===== config.mk =====
export PLATFORM = sky130hd
export DESIGN_NAME = gfd_ctrl
export DESIGN_NICKNAME = d
export VERILOG_FILES = /design/src/verilog/gfd_pkg.sv /design/src/verilog/gfd_tick_div.sv /design/src/verilog/gfd_down_timer.sv /design/src/verilog/gfd_ctrl.sv
export SDC_FILE = /design/constraint.sdc
export NUM_CORES = 1
export LEC_CHECK = 0
export BUFFER_PORTS_ARGS = -buffer_cell sky130_fd_sc_hd__buf_2
export CORE_MARGIN = 2
export CORE_UTILIZATION = 45
export CTS_BUF_LIST = sky130_fd_sc_hd__clkbuf_4
export DETAILED_ROUTE_END_ITERATION = 8
export PLACE_DENSITY = 0.66
export SETUP_SLACK_MARGIN = 0.02
export SYNTH_ARGS = -nofsm -noshare
export SYNTH_HDL_FRONTEND = slang
export SYNTH_SLANG_ARGS = --single-unit

===== constraint.sdc =====
create_clock -name i_core_clk -period 7.3 [get_ports i_core_clk]
set_input_delay 0.365 -clock i_core_clk [delete_from_list [all_inputs] [get_ports i_core_clk]]
set_output_delay 0.365 -clock i_core_clk [all_outputs]
set_load 0.1 [all_outputs]

===== src/verilog/gfd_pkg.sv =====
package gfd_pkg;
	// ==========================================================
	// sizes and clocking
	localparam int NCH      = 6;
	localparam int CLK_MHZ  = 250;
	localparam int TICK_NS  = 1000;
	localparam int TICK_CYC = TICK_NS * CLK_MHZ / 1000;
	localparam int BW       = 9;
	localparam int RW       = 16;

	// ==========================================================
	// blanking times in microseconds, one timer tick per microsecond
	localparam logic [BW-1:0] ON_BLANK_US  [4] = '{9'h006, 9'h00C, 9'h018, 9'h030};
	localparam logic [BW-1:0] OFF_BLANK_US [4] = '{9'h037, 9'h051, 9'h0A2, 9'h145};
	localparam int BLANK_ON_LSB  = 0;
	localparam int BLANK_OFF_LSB = 2;

	// ==========================================================
	// status codes, lower value is higher priority
	localparam logic [2:0] CODE_INVALID      = 3'h0;
	localparam logic [2:0] SHORTED_LOAD_CODE = 3'h1;
	localparam logic [2:0] SHORT_GROUND_CODE = 3'h2;
	localparam logic [2:0] OPEN_LOAD_CODE    = 3'h3;
	localparam logic [2:0] CODE_DONE_OK      = 3'h4;
	localparam logic [2:0] CODE_NO_SHORT_ON  = 3'h5;
	localparam logic [2:0] CODE_NO_FAULT_OFF = 3'h6;
	localparam logic [2:0] CODE_NOT_COMPLETE = 3'h7;

	// ==========================================================
	// configuration carried from the serial port
	typedef struct packed {
		logic [NCH-1:0]      gate_cmd_bits;
		logic [NCH-1:0]      recovery_mode_bits;
		logic [NCH-1:0][3:0] blank_sel;
		logic [NCH-1:0][2:0] short_thresh_sel;
		logic [NCH-1:0]      openload_en_bits;
	} gfd_cfg_type;

	localparam logic [NCH-1:0] GATE_CMD_RST  = 6'h00;
	localparam logic [NCH-1:0] MODE_RST      = 6'h00;
	localparam logic [3:0]     BLANK_SEL_RST = 4'hA;
	localparam logic [2:0]     THRESH_RST    = 3'h0;
	localparam logic [NCH-1:0] OL_EN_RST     = 6'h3F;
	localparam gfd_cfg_type CFG_RST = '{
		gate_cmd_bits:      GATE_CMD_RST,
		recovery_mode_bits: MODE_RST,
		blank_sel:          {NCH{BLANK_SEL_RST}},
		short_thresh_sel:   {NCH{THRESH_RST}},
		openload_en_bits:   OL_EN_RST
	};
endpackage : gfd_pkg


===== src/verilog/gfd_tick_div.sv =====
`timescale 1ns/1ps
module gfd_tick_div import gfd_pkg::*; #(
	parameter int DIV = TICK_CYC
) (
	// clock and reset
	input  wire logic i_core_clk,
	input  wire logic i_reset,
	// control
	input  wire logic i_run,
	output logic      o_tick
);
	logic [15:0] cnt_q;
	logic [15:0] cnt_d;

	always_comb begin
		cnt_d = cnt_q + 16'h0001;
		if (!i_run || cnt_q == 16'(DIV - 1)) begin
			cnt_d = 16'h0000;
		end
	end

	always_ff @(posedge i_core_clk or posedge i_reset) begin
		if (i_reset) begin
			cnt_q <= 16'h0000;
		end else begin
			cnt_q <= cnt_d;
		end
	end

	assign o_tick = i_run && cnt_q == 16'(DIV - 1);
endmodule : gfd_tick_div


===== src/verilog/gfd_down_timer.sv =====
`timescale 1ns/1ps
module gfd_down_timer import gfd_pkg::*; #(
	parameter int W = BW
) (
	// clock and reset
	input  wire logic         i_core_clk,
	input  wire logic         i_reset,
	// control
	input  wire logic         i_clear,
	input  wire logic         i_start,
	input  wire logic [W-1:0] i_len,
	input  wire logic         i_tick,
	// state
	output logic              o_busy,
	output logic              o_done
);
	logic [W-1:0] cnt_q;
	logic [W-1:0] cnt_d;

	// length is taken only at start, so a later change waits for the next run
	always_comb begin
		cnt_d = cnt_q;
		if (i_clear) begin
			cnt_d = '0;
		end else if (i_start) begin
			cnt_d = i_len;
		end else if (i_tick && cnt_q != '0) begin
			cnt_d = cnt_q - W'(1);
		end
	end

	always_ff @(posedge i_core_clk or posedge i_reset) begin
		if (i_reset) begin
			cnt_q <= '0;
		end else begin
			cnt_q <= cnt_d;
		end
	end

	assign o_busy = cnt_q != '0;
	assign o_done = i_tick && !i_clear && cnt_q == W'(1);
endmodule : gfd_down_timer


===== src/verilog/gfd_ctrl.sv =====
`timescale 1ns/1ps
// Overview of operation
// - gate high only with reset released, enabled, no short latch or retry, input or bit high or an on pulse running
// - master reset low forces gates low, stops timers, restores defaults, clears status
// - disable high forces gates low, stops diagnostics and retry, keeps data
// - drive change starts on or off blanking, drain sampled at its end
// - comparator change in stable state starts filter, also allowed during blanking
// - each channel has own blanking and filter timers; blanking length per channel, filter common
// - blanking selection rewritten mid-run applies from next activation only
// - all blanking timers start on power-up, reset release or enable
// - on-state fault protects the switch; any fault sets flag and status
// - three-bit status latches higher priority, never demoted
// - status returns to not-complete on read or master reset, kept on disable
// - diagnostics off under reset or disable, else open load per enable bit
// - requested diagnostic pulse runs at chip select rising edge, either mode
// - pulse suppressed when disabled, both requested, shorted, busy or retrying
// - off pulse forces open load check, inverts output for off blanking
// - on pulse inverts output for on blanking, then restores commanded state
// - shorted-load threshold picked per channel from eight reference ratios
// - shorted load registered when drain above reference after blanking or filter
// - latch-off mode default; recover by enable toggle or read then pulse
// - auto-retry holds gate off for retry time, stopped by disable or latch-off
// - one global retry timer, started by the first faulted channel
// - off state: above open-load ok, below ground ref short, between open
// - on blanking 6/12/24/48 us, off blanking 55/81/162/325 us
// - status codes 001 to 111 as listed, 000 invalid
// - open-load enable bits all one after reset
// - fault flag low on fault only with reset and select high, disable low
module gfd_ctrl import gfd_pkg::*; #(
	parameter int FILTER_US = 10,
	parameter int RETRY_US  = 10000
) (
	// clock and reset
	input  wire logic                i_core_clk,
	input  wire logic                i_reset,
	// host control pins
	input  wire logic                i_master_reset_n,
	input  wire logic                i_global_disable,
	input  wire logic                i_chip_select_n,
	input  wire logic [NCH-1:0]      i_par_in,
	// serial port side
	input  wire logic                i_cfg_load,
	input  wire gfd_cfg_type         i_cfg,
	input  wire logic [NCH-1:0]      i_off_pulse_req,
	input  wire logic [NCH-1:0]      i_on_pulse_req,
	input  wire logic [NCH-1:0]      i_status_clr,
	// drain comparators
	input  wire logic [NCH-1:0]      i_drain_above_short,
	input  wire logic [NCH-1:0]      i_drain_above_ol,
	input  wire logic [NCH-1:0]      i_drain_below_sg,
	// outputs
	output logic [NCH-1:0]           o_gate_out,
	output logic [NCH-1:0][2:0]      o_short_thresh_sel,
	output logic [NCH-1:0][2:0]      o_status,
	output logic                     o_fault_flag_n_out,
	output logic                     o_fault_flag_n_oe_n
);
	// ==========================================================
	// state
	gfd_cfg_type         cfg_q, cfg_d;
	logic [NCH-1:0][2:0] status_q, status_d;
	logic [NCH-1:0]      short_latch_n_q, short_latch_n_d;
	logic [NCH-1:0]      retry_q, retry_d;
	logic [NCH-1:0]      pulse_q, pulse_d;
	logic [NCH-1:0]      pulse_lvl_q, pulse_lvl_d;
	logic [NCH-1:0]      drv_q, drv_d;
	logic [NCH-1:0]      abn_q, abn_d;
	logic [NCH-1:0]      gate_q, gate_d;
	logic                run_q, cs_q, flag_oe_n_q, flag_oe_n_d;

	// ==========================================================
	// combinational helpers
	logic                run, start_all, cs_rise, any_fault, retry_start;
	logic                tick, retry_busy, retry_done;
	logic [NCH-1:0]      cmd, blank_start, filt_start, blank_busy, blank_done, filt_done;
	logic [NCH-1:0]      ol_en, sample;
	logic [NCH-1:0][2:0] code;
	logic [NCH-1:0][BW-1:0] blank_len;

	// ==========================================================
	// timers
	gfd_tick_div u_tick (
		.i_core_clk (i_core_clk),
		.i_reset    (i_reset),
		.i_run      (i_master_reset_n),
		.o_tick     (tick)
	);

	for (genvar g = 0; g < NCH; g++) begin : g_ch
		gfd_down_timer #(.W(BW)) u_blank (
			.i_core_clk (i_core_clk),
			.i_reset    (i_reset),
			.i_clear    (!run),
			.i_start    (blank_start[g]),
			.i_len      (blank_len[g]),
			.i_tick     (tick),
			.o_busy     (blank_busy[g]),
			.o_done     (blank_done[g])
		);
		gfd_down_timer #(.W(BW)) u_filt (
			.i_core_clk (i_core_clk),
			.i_reset    (i_reset),
			.i_clear    (!run),
			.i_start    (filt_start[g]),
			.i_len      (BW'(FILTER_US)),
			.i_tick     (tick),
			.o_busy     (),
			.o_done     (filt_done[g])
		);
	end

	gfd_down_timer #(.W(RW)) u_retry (
		.i_core_clk (i_core_clk),
		.i_reset    (i_reset),
		.i_clear    (!run),
		.i_start    (retry_start),
		.i_len      (RW'(RETRY_US)),
		.i_tick     (tick),
		.o_busy     (retry_busy),
		.o_done     (retry_done)
	);

	// ==========================================================
	// channel logic
	always_comb begin
		cfg_d           = cfg_q;
		status_d        = status_q;
		short_latch_n_d = short_latch_n_q;
		retry_d         = retry_q;
		pulse_d         = pulse_q;
		pulse_lvl_d     = pulse_lvl_q;
		abn_d           = abn_q;
		run             = i_master_reset_n && !i_global_disable;
		start_all       = run && !run_q;
		cs_rise         = i_chip_select_n && !cs_q;
		any_fault       = 1'b0;
		if (i_master_reset_n && i_cfg_load) begin
			cfg_d = i_cfg;
		end
		// every retrying channel is released together when the period ends
		if (retry_done) begin
			retry_d = '0;
		end
		for (int i = 0; i < NCH; i++) begin
			cmd[i]  = i_par_in[i] || cfg_q.gate_cmd_bits[i];
			drv_d[i] = (pulse_q[i] ? pulse_lvl_q[i] : cmd[i])
				&& short_latch_n_q[i] && !retry_q[i];
			blank_start[i] = run && (start_all || drv_d[i] != drv_q[i]);
			blank_len[i] = drv_d[i]
				? ON_BLANK_US[cfg_q.blank_sel[i][BLANK_ON_LSB +: 2]]
				: OFF_BLANK_US[cfg_q.blank_sel[i][BLANK_OFF_LSB +: 2]];
			ol_en[i] = cfg_q.openload_en_bits[i]
				|| (pulse_q[i] && !pulse_lvl_q[i]);
			abn_d[i] = drv_q[i] ? i_drain_above_short[i]
				: (i_drain_below_sg[i] || (!i_drain_above_ol[i] && ol_en[i]));
			filt_start[i] = run && abn_d[i] != abn_q[i];
			sample[i] = run && (blank_done[i] || filt_done[i]);
			if (drv_q[i]) begin
				code[i] = i_drain_above_short[i] ? SHORTED_LOAD_CODE
					: CODE_NO_SHORT_ON;
			end else if (i_drain_below_sg[i]) begin
				code[i] = SHORT_GROUND_CODE;
			end else if (!i_drain_above_ol[i] && ol_en[i]) begin
				code[i] = OPEN_LOAD_CODE;
			end else begin
				code[i] = CODE_NO_FAULT_OFF;
			end
			// a read clear and a new code in one cycle keep the new code
			if (i_status_clr[i]) begin
				status_d[i] = CODE_NOT_COMPLETE;
			end
			if (sample[i] && code[i] < status_d[i]) begin
				status_d[i] = code[i];
			end
			if (sample[i] && code[i] == SHORTED_LOAD_CODE) begin
				if (cfg_q.recovery_mode_bits[i]) begin
					retry_d[i] = 1'b1;
				end else begin
					short_latch_n_d[i] = 1'b0;
				end
			end
			if (!cfg_q.recovery_mode_bits[i]) begin
				retry_d[i] = 1'b0;
			end
			if (pulse_q[i] && blank_done[i]) begin
				pulse_d[i] = 1'b0;
			end
			if (cs_rise && (i_on_pulse_req[i] || i_off_pulse_req[i])
				&& !(i_on_pulse_req[i] && i_off_pulse_req[i]) && !i_global_disable
				&& status_q[i] != SHORTED_LOAD_CODE && !pulse_q[i]
				&& !blank_busy[i] && !retry_busy && i_master_reset_n) begin
				pulse_d[i]         = 1'b1;
				pulse_lvl_d[i]     = i_on_pulse_req[i];
				short_latch_n_d[i] = 1'b1;
				// pulse always runs a blanking period, even with no level change
				blank_start[i]     = 1'b1;
			end
			if (status_q[i] == SHORTED_LOAD_CODE || status_q[i] == SHORT_GROUND_CODE
				|| status_q[i] == OPEN_LOAD_CODE) begin
				any_fault = 1'b1;
			end
		end
		retry_start = (|(retry_d & ~retry_q)) && (!retry_busy || retry_done);
		// disable releases latched channels and stops any retry or pulse
		if (i_global_disable) begin
			short_latch_n_d = '1;
			retry_d         = '0;
			pulse_d         = '0;
		end
		// master reset low: defaults, serial gate bits cleared, status cleared
		if (!i_master_reset_n) begin
			cfg_d           = CFG_RST;
			status_d        = {NCH{CODE_NOT_COMPLETE}};
			short_latch_n_d = '1;
			retry_d         = '0;
			pulse_d         = '0;
			pulse_lvl_d     = '0;
		end
		gate_d = run ? drv_d : '0;
		flag_oe_n_d = !(i_master_reset_n && i_chip_select_n && !i_global_disable
			&& any_fault);
	end

	always_ff @(posedge i_core_clk or posedge i_reset) begin
		if (i_reset) begin
			cfg_q           <= CFG_RST;
			status_q        <= {NCH{CODE_NOT_COMPLETE}};
			short_latch_n_q <= '1;
			retry_q         <= '0;
			pulse_q         <= '0;
			pulse_lvl_q     <= '0;
			drv_q           <= '0;
			abn_q           <= '0;
			gate_q          <= '0;
			run_q           <= 1'b0;
			cs_q            <= 1'b1;
			flag_oe_n_q     <= 1'b1;
			o_fault_flag_n_out <= 1'b0;
		end else begin
			cfg_q           <= cfg_d;
			status_q        <= status_d;
			short_latch_n_q <= short_latch_n_d;
			retry_q         <= retry_d;
			pulse_q         <= pulse_d;
			pulse_lvl_q     <= pulse_lvl_d;
			drv_q           <= drv_d;
			abn_q           <= abn_d;
			gate_q          <= gate_d;
			run_q           <= run;
			cs_q            <= i_chip_select_n;
			flag_oe_n_q     <= flag_oe_n_d;
			o_fault_flag_n_out <= 1'b0;
		end
	end

	assign o_gate_out          = gate_q;
	assign o_status            = status_q;
	assign o_short_thresh_sel  = cfg_q.short_thresh_sel;
	assign o_fault_flag_n_oe_n = flag_oe_n_q;
endmodule : gfd_ctrl


==> reports/summary.txt, run 1 <==
==================================================================================
Tcrit/Tclk final                                                             0.513
Ratio of routed vias to standard cells                                        5.63
Number of global-route vias before repair                                    13500
RSZ-0062 raised after global routing                                         false
Iteration-0 DRC count of the detailed router                                  1153
Crit path launch type                                                   input port
H-tree depth                                                                     3
Worst-Skew Late Latency                                                    0.75 ns
Final Net Count                                                               2098
Actual slew at the worst max-slew pin                                      1.13 ns
Maximum clock frequency                                                    267 MHz
Buffers & Inverters on Critical Path                                             5
Share of cells above drive strength 1                                        0.190
Total standard cell area after synthesis                                15600 um^2
Total length of routed wires                                              43600 um
Overall fraction of global-route tracks in use                               0.243
Avg Inst Size Synth                                                      9.41 um^2
Clock share of power                                                         0.388
Reg clk slew, reported paths                                               0.06 ns
Pin count of the biggest net entering global routing                           184
Area share of and/or/nand/nor cells after synthesis                          0.214
Adder-cell share of the synthesized area                                    0.0713
Horizontal extent of the die                                                190 um
Residual DRC                                                                     0
Total number of vias                                                         13600
Non-filler instance count after layout                                        2418
Worst slew margin relative to its limit                                      0.230
Final weighted congestion in routability-driven placement                    0.914
Time the worst path needs with I/O delays and setup                        3.75 ns
Worst setup path class                                                input port to flop
DR pass1 iterations                                                              5
Synth unique cells                                                              85
Sequence of cells on the critical path                                buf_2 > buf_4 > nand2_2 > clkinv_1 > buf_4 > nand2_1 > a2111oi_2 > mux2i_1 > dlygate4sd3_1 > nand2_1
Xor/xnor share of the synthesized area                                      0.0578
Setup slack after layout                                                   3.55 ns
Core footprint                                                          34400 um^2
Family of cells with the greatest summed delay on the critical path   buffers and inverters
Overall die height                                                          190 um
Rows                                                                            68
Final-layout setup total negative slack                                       0 ns
Largest family of logic cells by synthesized area                     simple AND/OR/NAND/NOR gates
Number of warnings reported in the yosys synthesis log                           0
Fraction of power spent switching nets                                       0.308
Max Clock Skew                                                           0.0753 ns
TritonCTS clock tree                                                          done
Class of the tightest hold or removal check                           input port to flop
Run status                                                               completed
Mux share of post-synthesis cell area                                       0.0611
Number of sinks on the clock net                                               263
Ys flop type                                                          sky130_fd_sc_hd__dfrtp_1
Max-slew violation count                                                         0
Commonest cells in the netlist                                        231 x sky130_fd_sc_hd__nor2_1, 219 x sky130_fd_sc_hd__dfrtp_1, 129 x sky130_fd_sc_hd__nand2_1, 89 x sky130_fd_sc_hd__ha_1, 84 x sky130_fd_sc_hd__inv_1
Hold violation count in the final report                                         0
Cell area power density                                                195 nW/um^2
Total global routing overflow                                                    0
WP data arrival                                                            4.34 ns
Number of synthesized register bits                                            263
# placed instances                                                            2189
Min Hold Slack                                                           0.0747 ns
Max incr delay on CP                                                       0.58 ns
Leading cell types by total area after synthesis                      sky130_fd_sc_hd__dfrtp_1 35%, sky130_fd_sc_hd__dfstp_2 7.4%, sky130_fd_sc_hd__ha_1 7.1%, sky130_fd_sc_hd__nor2_1 5.6%, sky130_fd_sc_hd__mux2i_1 4.8%
Final-report setup violation count                                               0
Number of flops mapped to enable cells by yosys                                  0
Number of antenna violations at the first check in global routing                2
Post-synthesis compound-gate area fraction                                   0.123
Peak supply drop                                                          0.134 mV
Clock buffers created by TritonCTS                                              75
Starting utilization of the core area                                        0.454
Count of maximum capacitance violations                                          0
Switching power                                                            1.11 mW
Synth Instances                                                               1659
Count of buffers from port buffering                                           150
Setup slack at placement                                                   2.94 ns
Final routed wire length divided by cell count                             18.0 um
Share of synthesized registers carrying an async set or reset                 1.00
Number of nets with antenna violations after routing                             0
WP data required                                                           7.90 ns
Area Growth Syn to Fin                                                       18.5%
Leakage                                                                    8.46 nW
Floorplan die area                                                      36200 um^2
Most numerous cell in the Yosys netlist                               sky130_fd_sc_hd__nor2_1
Portion of the post-synthesis area used by sequential elements               0.425
Sequential power share                                                       0.437
Half-perimeter wire length after placement                                29400 um
Internal Dissipation                                                       2.50 mW
Syn Nets                                                                      1856
Postcts setup bufs                                                               0
Root buf cell                                                         sky130_fd_sc_hd__clkbuf_4
Combinational power share                                                    0.175
Clock buffer depth                                                               3
Global-route wire length before repair                                    70000 um
Proportion of netlist area held by the largest area contributor              0.351
Largest area contributor in the netlist                               sky130_fd_sc_hd__dfrtp_1
Number of primary I/O pins                                                     152
Critical path endpoint category                                               flop
Worst-path maximum fanout                                                       49
Total Power Consumption                                                    3.61 mW
Slowest cell on the critical path                                     sky130_fd_sc_hd__clkinv_1
==================================================================================
==> worst paths after layout <==
kind	startpoint	to	slack [ns]	cells after the start
min in group asynchronous	i_reset	g_ch[2].u_filt.cnt_q[4]	0.23	3
worst max-delay path	i_master_reset_n	o_status[0]	3.55	10
worst max register to register	u_tick.cnt_q[1]	u_retry.cnt_q[3]	3.65	7
worst min-delay path	i_status_clr[1]	o_status[3]	0.07	4
worst min register to register	short_latch_n_q[1]	short_latch_n_q[1]	0.50	2
max in group asynchronous	i_reset	pulse_lvl_q[0]	5.64	4
==> layout make-up <==
cell class / instances / area [um^2]
fillers: 3138 / 15900
multi-input cells: 1221 / 8230
flip-flops and latches: 263 / 6640
repair buffers: 250 / 1740
clock buffers: 114 / 856
well taps: 455 / 569
inverters: 90 / 342
clock inverters: 23 / 119
diodes: 2 / 5.00
==> timing repair <==
action | CTS | global route
resized for setup | 0 | 0
hold buffers | 90 | 0
hold endpoints to repair | 98 | 0
==> power by group through the flow <==
stage	sequential [mW]	combinational [mW]	clock [mW]
2_1_floorplan	1.60	0.432	0
3_3_place_gp	1.60	0.578	0
3_5_place_dp	1.60	0.588	0
4_1_cts	1.58	0.629	1.45
5_1_grt	1.59	0.695	1.53
6_report	1.58	0.633	1.40
==> kinds of logic (layout without fill, tap and decap cells) <==
logic type      Yosys count  after routing
mux                      93             93
flops                   263            263
xor+xnor                103            103
fa+ha+maj                89             89
compound gates          264            264
buf+inv                 175            477
simple gates            671            671
other cells               1              3
==> layer usage <==
metal	vias to the layer above	track usage	wire [um]
met5	-	0	0
met4	0	0.107	1600
met3	111	0.0484	2510
met2	490	0.380	20000
met1	6614	0.326	19600
li1	6392	-	-
==> layout by cell type, fill, tap and decap left out, types with 27 or more instances in the layout <==
| cell type | synthesis | final |
|---|---|---|
| sky130_fd_sc_hd__inv_1 | 84 | 83 |
| sky130_fd_sc_hd__o21ai_0 | 50 | 50 |
| sky130_fd_sc_hd__o211ai_1 | 30 | 30 |
| sky130_fd_sc_hd__nor2_1 | 231 | 231 |
| sky130_fd_sc_hd__dfstp_2 | 44 | 44 |
| sky130_fd_sc_hd__dfrtp_1 | 219 | 219 |
| sky130_fd_sc_hd__clkbuf_4 | 0 | 114 |
| sky130_fd_sc_hd__nand2_1 | 129 | 128 |
| sky130_fd_sc_hd__a21oi_1 | 45 | 45 |
| sky130_fd_sc_hd__nor4_1 | 27 | 27 |
| sky130_fd_sc_hd__nand3_1 | 56 | 56 |
| sky130_fd_sc_hd__nor3_1 | 53 | 53 |
| sky130_fd_sc_hd__mux2i_1 | 75 | 75 |
| sky130_fd_sc_hd__xor2_1 | 40 | 40 |
| sky130_fd_sc_hd__dlygate4sd3_1 | 0 | 90 |
| sky130_fd_sc_hd__buf_2 | 7 | 149 |
| sky130_fd_sc_hd__ha_1 | 89 | 89 |
| sky130_fd_sc_hd__xnor2_1 | 63 | 63 |
==> registers in the layout, indices dropped and copies added (netlist names) <==
register and count:
g_ch.u_filt.cnt_q 54, u_retry.cnt_q 16, o_status 18, o_short_thresh_sel 18, o_gate_out 6, pulse_lvl_q 6, u_tick.cnt_q 16, o_fault_flag_n_oe_n 1
g_ch.u_blank.cnt_q 54, retry_q 6, run_q 1, short_latch_n_q 6, abn_q 6, pulse_q 6, drv_q 6, cs_q 1
cfg_q 42
==> worst reg2reg max path, cell delays in order, from the launching register on <==
cell                      delay (ns)
sky130_fd_sc_hd__dfrtp_1        0.41
sky130_fd_sc_hd__inv_1          0.07
sky130_fd_sc_hd__ha_1           0.14
sky130_fd_sc_hd__or4b_1         0.52
sky130_fd_sc_hd__or4_4          0.79
sky130_fd_sc_hd__or4_1          0.83
sky130_fd_sc_hd__a32oi_2        0.63
sky130_fd_sc_hd__nor2_1         0.12
==> through the flow <==
| step | instance area (um^2) | utilization |
|---|---|---|
| floorplan | 15600 | - |
| global placement | 16600 | 0.484 |
| detailed placement | 16600 | 0.484 |
| CTS | 18500 | 0.538 |
| global route | 18500 | 0.538 |
| finish | 18500 | 0.538 |
Power figures use the tool's default switching activity.
==> inputs of run 2 (changes only) <==
Settings changed: PLACE_DENSITY 0.66 to not set.
Clock period 7.3 ns to 3.7 ns, I/O delays scaled along.
==> reports/summary.txt, run 2 (synthesized netlist as in run 1, its figures left out) <==
================================================================================
Final-layout setup total negative slack                                     0 ns   unchanged
Time the worst path needs with I/O delays and setup                      3.50 ns
Max incr delay on CP                                                     0.71 ns   was 0.58 ns
Reg clk slew, reported paths                                             0.07 ns   was 0.06 ns
Number of sinks on the clock net                                             263   unchanged
Final routed wire length divided by cell count                           17.9 um   was 18.0 um
Total number of vias                                                       13500   was 13600
Reg2reg path depth                                                             9   was 7
Startpoint of the worst setup timing path                           u_tick.cnt_q[1]   was i_master_reset_n
Worst-path maximum fanout                                                     21   was 49
Routed wire length on met3                                               2430 um   was 2510 um
Top metal layer carrying routed signals                                     met4   unchanged
Post-route core utilization                                                0.546   was 0.538
Class of the tightest hold or removal check                         input port to flop   unchanged
FILL cells                                                                  3178   was 3138
Share of cells above drive strength 1                                      0.199   was 0.190
RSZ-0062 raised after global routing                                       false   unchanged
Area Growth Syn to Fin                                                     20.3%   was 18.5%
Total global routing overflow                                                  0   unchanged
Clock buffers created by TritonCTS                                            76   was 75
Hold violation count in the final report                                       0   unchanged
Critical path endpoint category                                             flop   unchanged
WP data arrival                                                          4.17 ns   was 4.34 ns
H-tree depth                                                                   3   unchanged
Core footprint                                                        34400 um^2   unchanged
Max Clock Skew                                                         0.0372 ns   was 0.0753 ns
Iteration-0 DRC count of the detailed router                                 913   was 1153
TritonCTS clock tree                                                        done   unchanged
Actual slew at the worst max-slew pin                                    1.01 ns   was 1.13 ns
Clock buffer depth                                                             3   unchanged
Tcrit/Tclk final                                                           0.945
Worst setup path class                                              flop to flop   was input port to flop
Amount of wire on met2 after detailed routing                           20200 um   was 20000 um
M1 wire length                                                          20000 um   was 19600 um
Final weighted congestion in routability-driven placement                  0.912   was 0.914
Critical path destination                                            o_status[9]   was o_status[0]
Final Net Count                                                             2124   was 2098
Horizontal extent of the die                                              190 um   unchanged
Biggest registers after layout                                      g_ch.u_blank.cnt_q: 54 flops, g_ch.u_filt.cnt_q: 54 flops, cfg_q: 42 flops   unchanged
Crit path launch type                                                       flop   was input port
Root buf cell                                                       sky130_fd_sc_hd__clkbuf_4   unchanged
Worst slew margin relative to its limit                                    0.327   was 0.230
Slack of the worst reg-to-reg path                                       0.20 ns   was 3.65 ns
Count of buffers from port buffering                                         150   unchanged
Pin count of the biggest net entering global routing                         113   was 184
Peak supply drop                                                        0.240 mV   was 0.134 mV
DR pass1 iterations                                                            6   was 5
Residual DRC                                                                   0   unchanged
Floorplan die area                                                    36200 um^2   unchanged
Maximum clock frequency                                                  286 MHz
R2R Path Start                                                      u_tick.cnt_q[1]   unchanged
Leakage                                                                  8.61 nW   was 8.46 nW
Overall fraction of global-route tracks in use                             0.246   was 0.243
Worst reg2reg endpoint                                               o_status[9]   was u_retry.cnt_q[3]
Total length of routed wires                                            43800 um   was 43600 um
Slowest cell on the critical path                                   sky130_fd_sc_hd__or4_4   was sky130_fd_sc_hd__clkinv_1
Cell area power density                                              386 nW/um^2   was 195 nW/um^2
Worst-Skew Late Latency                                                  0.76 ns   was 0.75 ns
Count of maximum capacitance violations                                        0   unchanged
Run status                                                             completed   unchanged
Sequence of cells on the critical path                              inv_1 > ha_1 > or4b_1 > or4_4 > a211o_1 > a211oi_4 > mux2i_1 > dlygate4sd3_1 > nand2_1   was buf_2 > buf_4 > nand2_2 > clkinv_1 > buf_4 > nand2_1 > a2111oi_2 > mux2i_1 > dlygate4sd3_1 > nand2_1
Number of global-route vias before repair                                  13500   about the same
Rows                                                                          68   unchanged
Most frequent cells in the layout                                   231 x sky130_fd_sc_hd__nor2_1, 219 x sky130_fd_sc_hd__dfrtp_1, 149 x sky130_fd_sc_hd__buf_2, 128 x sky130_fd_sc_hd__nand2_1, 121 x sky130_fd_sc_hd__clkbuf_4   was 231 x sky130_fd_sc_hd__nor2_1, 219 x sky130_fd_sc_hd__dfrtp_1, 149 x sky130_fd_sc_hd__buf_2, 128 x sky130_fd_sc_hd__nand2_1, 114 x sky130_fd_sc_hd__clkbuf_4
Postcts setup bufs                                                             0   unchanged
Final-report setup violation count                                             0   unchanged
Ratio of routed vias to standard cells                                      5.49   was 5.63
Number of primary I/O pins                                                   152   unchanged
Cell count of the worst hold path                                              4   unchanged
WP data required                                                         4.37 ns   was 7.90 ns
Global-route wire length before repair                                  70700 um   was 70000 um
Most common cell after layout, fill and taps aside                  sky130_fd_sc_hd__nor2_1   unchanged
Overall die height                                                        190 um   unchanged
Number of nets with antenna violations after routing                           0   unchanged
Number of antenna violations at the first check in global routing              2   unchanged
Starting utilization of the core area                                      0.454   unchanged
Max-slew violation count                                                       0   unchanged
Half-perimeter wire length after placement                              30300 um   was 29400 um
Hold Crit Start                                                      i_par_in[5]   was i_status_clr[1]
================================================================================
-- run 2: cell types whose count changed in the layout (fill, tap and decap cells not counted), sizes merged --
cell	change
buf	+16
inv	+2
diode	+5
clkinvlp	-1
dlygate4sd3	+9
clkbuf	+7
clkinv	-3
-- run 2: final cells by class --
type | instances | area (um^2) | share of cell area
multi-input cells | 1221 | 8230 | 0.438
flip-flops and latches | 263 | 6640 | 0.353
repair buffers | 275 | 1960 | 0.105
clock buffers | 121 | 908 | 0.0484
well taps | 455 | 569 | 0.0303
inverters | 90 | 342 | 0.0182
clock inverters | 21 | 106 | 0.00566
diodes | 7 | 17.5 | 0.000933
-- run 2: power by group --
group | switching [mW] | total [mW] | internal (mW)
sequential | 0.112 | 3.11 | 3.00
clock | 1.32 | 2.87 | 1.55
combinational | 0.785 | 1.26 | 0.474
-- run 2: per-layer routing --
metal,vias to the layer above,track usage
met1,6553,0.335
met2,398,0.393
met3,83,0.0456
met4,0,0.0918
met5,-,0
li1,6437,-
-- run 2: worst min path at each step --
stage / end / slack, ns
after floorplan: cs_q / 0.19
after global placement: cs_q / 0.32
after detailed placement: cs_q / 0.32
after CTS: o_gate_out[5] / 0.01
after global routing: o_gate_out[5] / 0.07
final: o_gate_out[5] / 0.07
-- run 2: metrics by stage --
step | hold slack (ns) | cell area, um^2 | cells | total power [mW] | worst slack, ns
6_report | 0.0657 | 18800 | 2453 | 7.24 | 0.203
5_1_grt | 0.0676 | 18800 | 2453 | 7.64 | 0.0769
4_1_cts | 0.0142 | 18800 | 2446 | 7.32 | 0.284
3_5_place_dp | 0.320 | 16800 | 2205 | 4.33 | 0.591
3_3_place_gp | 0.316 | 16800 | 2205 | 4.32 | 0.652
2_1_floorplan | 0.189 | 15600 | 1659 | 4.00 | 0.0814
-- run 2: worst max-delay path, delay by kind of cell, from the launching register on --
| kind | cells | cell delay (ns) |
|---|---|---|
| compound gates | 2 | 0.66 |
| fa+ha+maj | 1 | 0.13 |
| buf+inv | 2 | 0.66 |
| flops | 1 | 0.41 |
| mux | 1 | 0.26 |
| simple gates | 3 | 1.29 |
-- run 2: timing repair --
item                                    4_1_cts  5_1_grt
endpoints found under the hold margin       133        0
endpoints found under the setup margin        0        0
resized for setup                             0        0
hold buffers                                 99        0
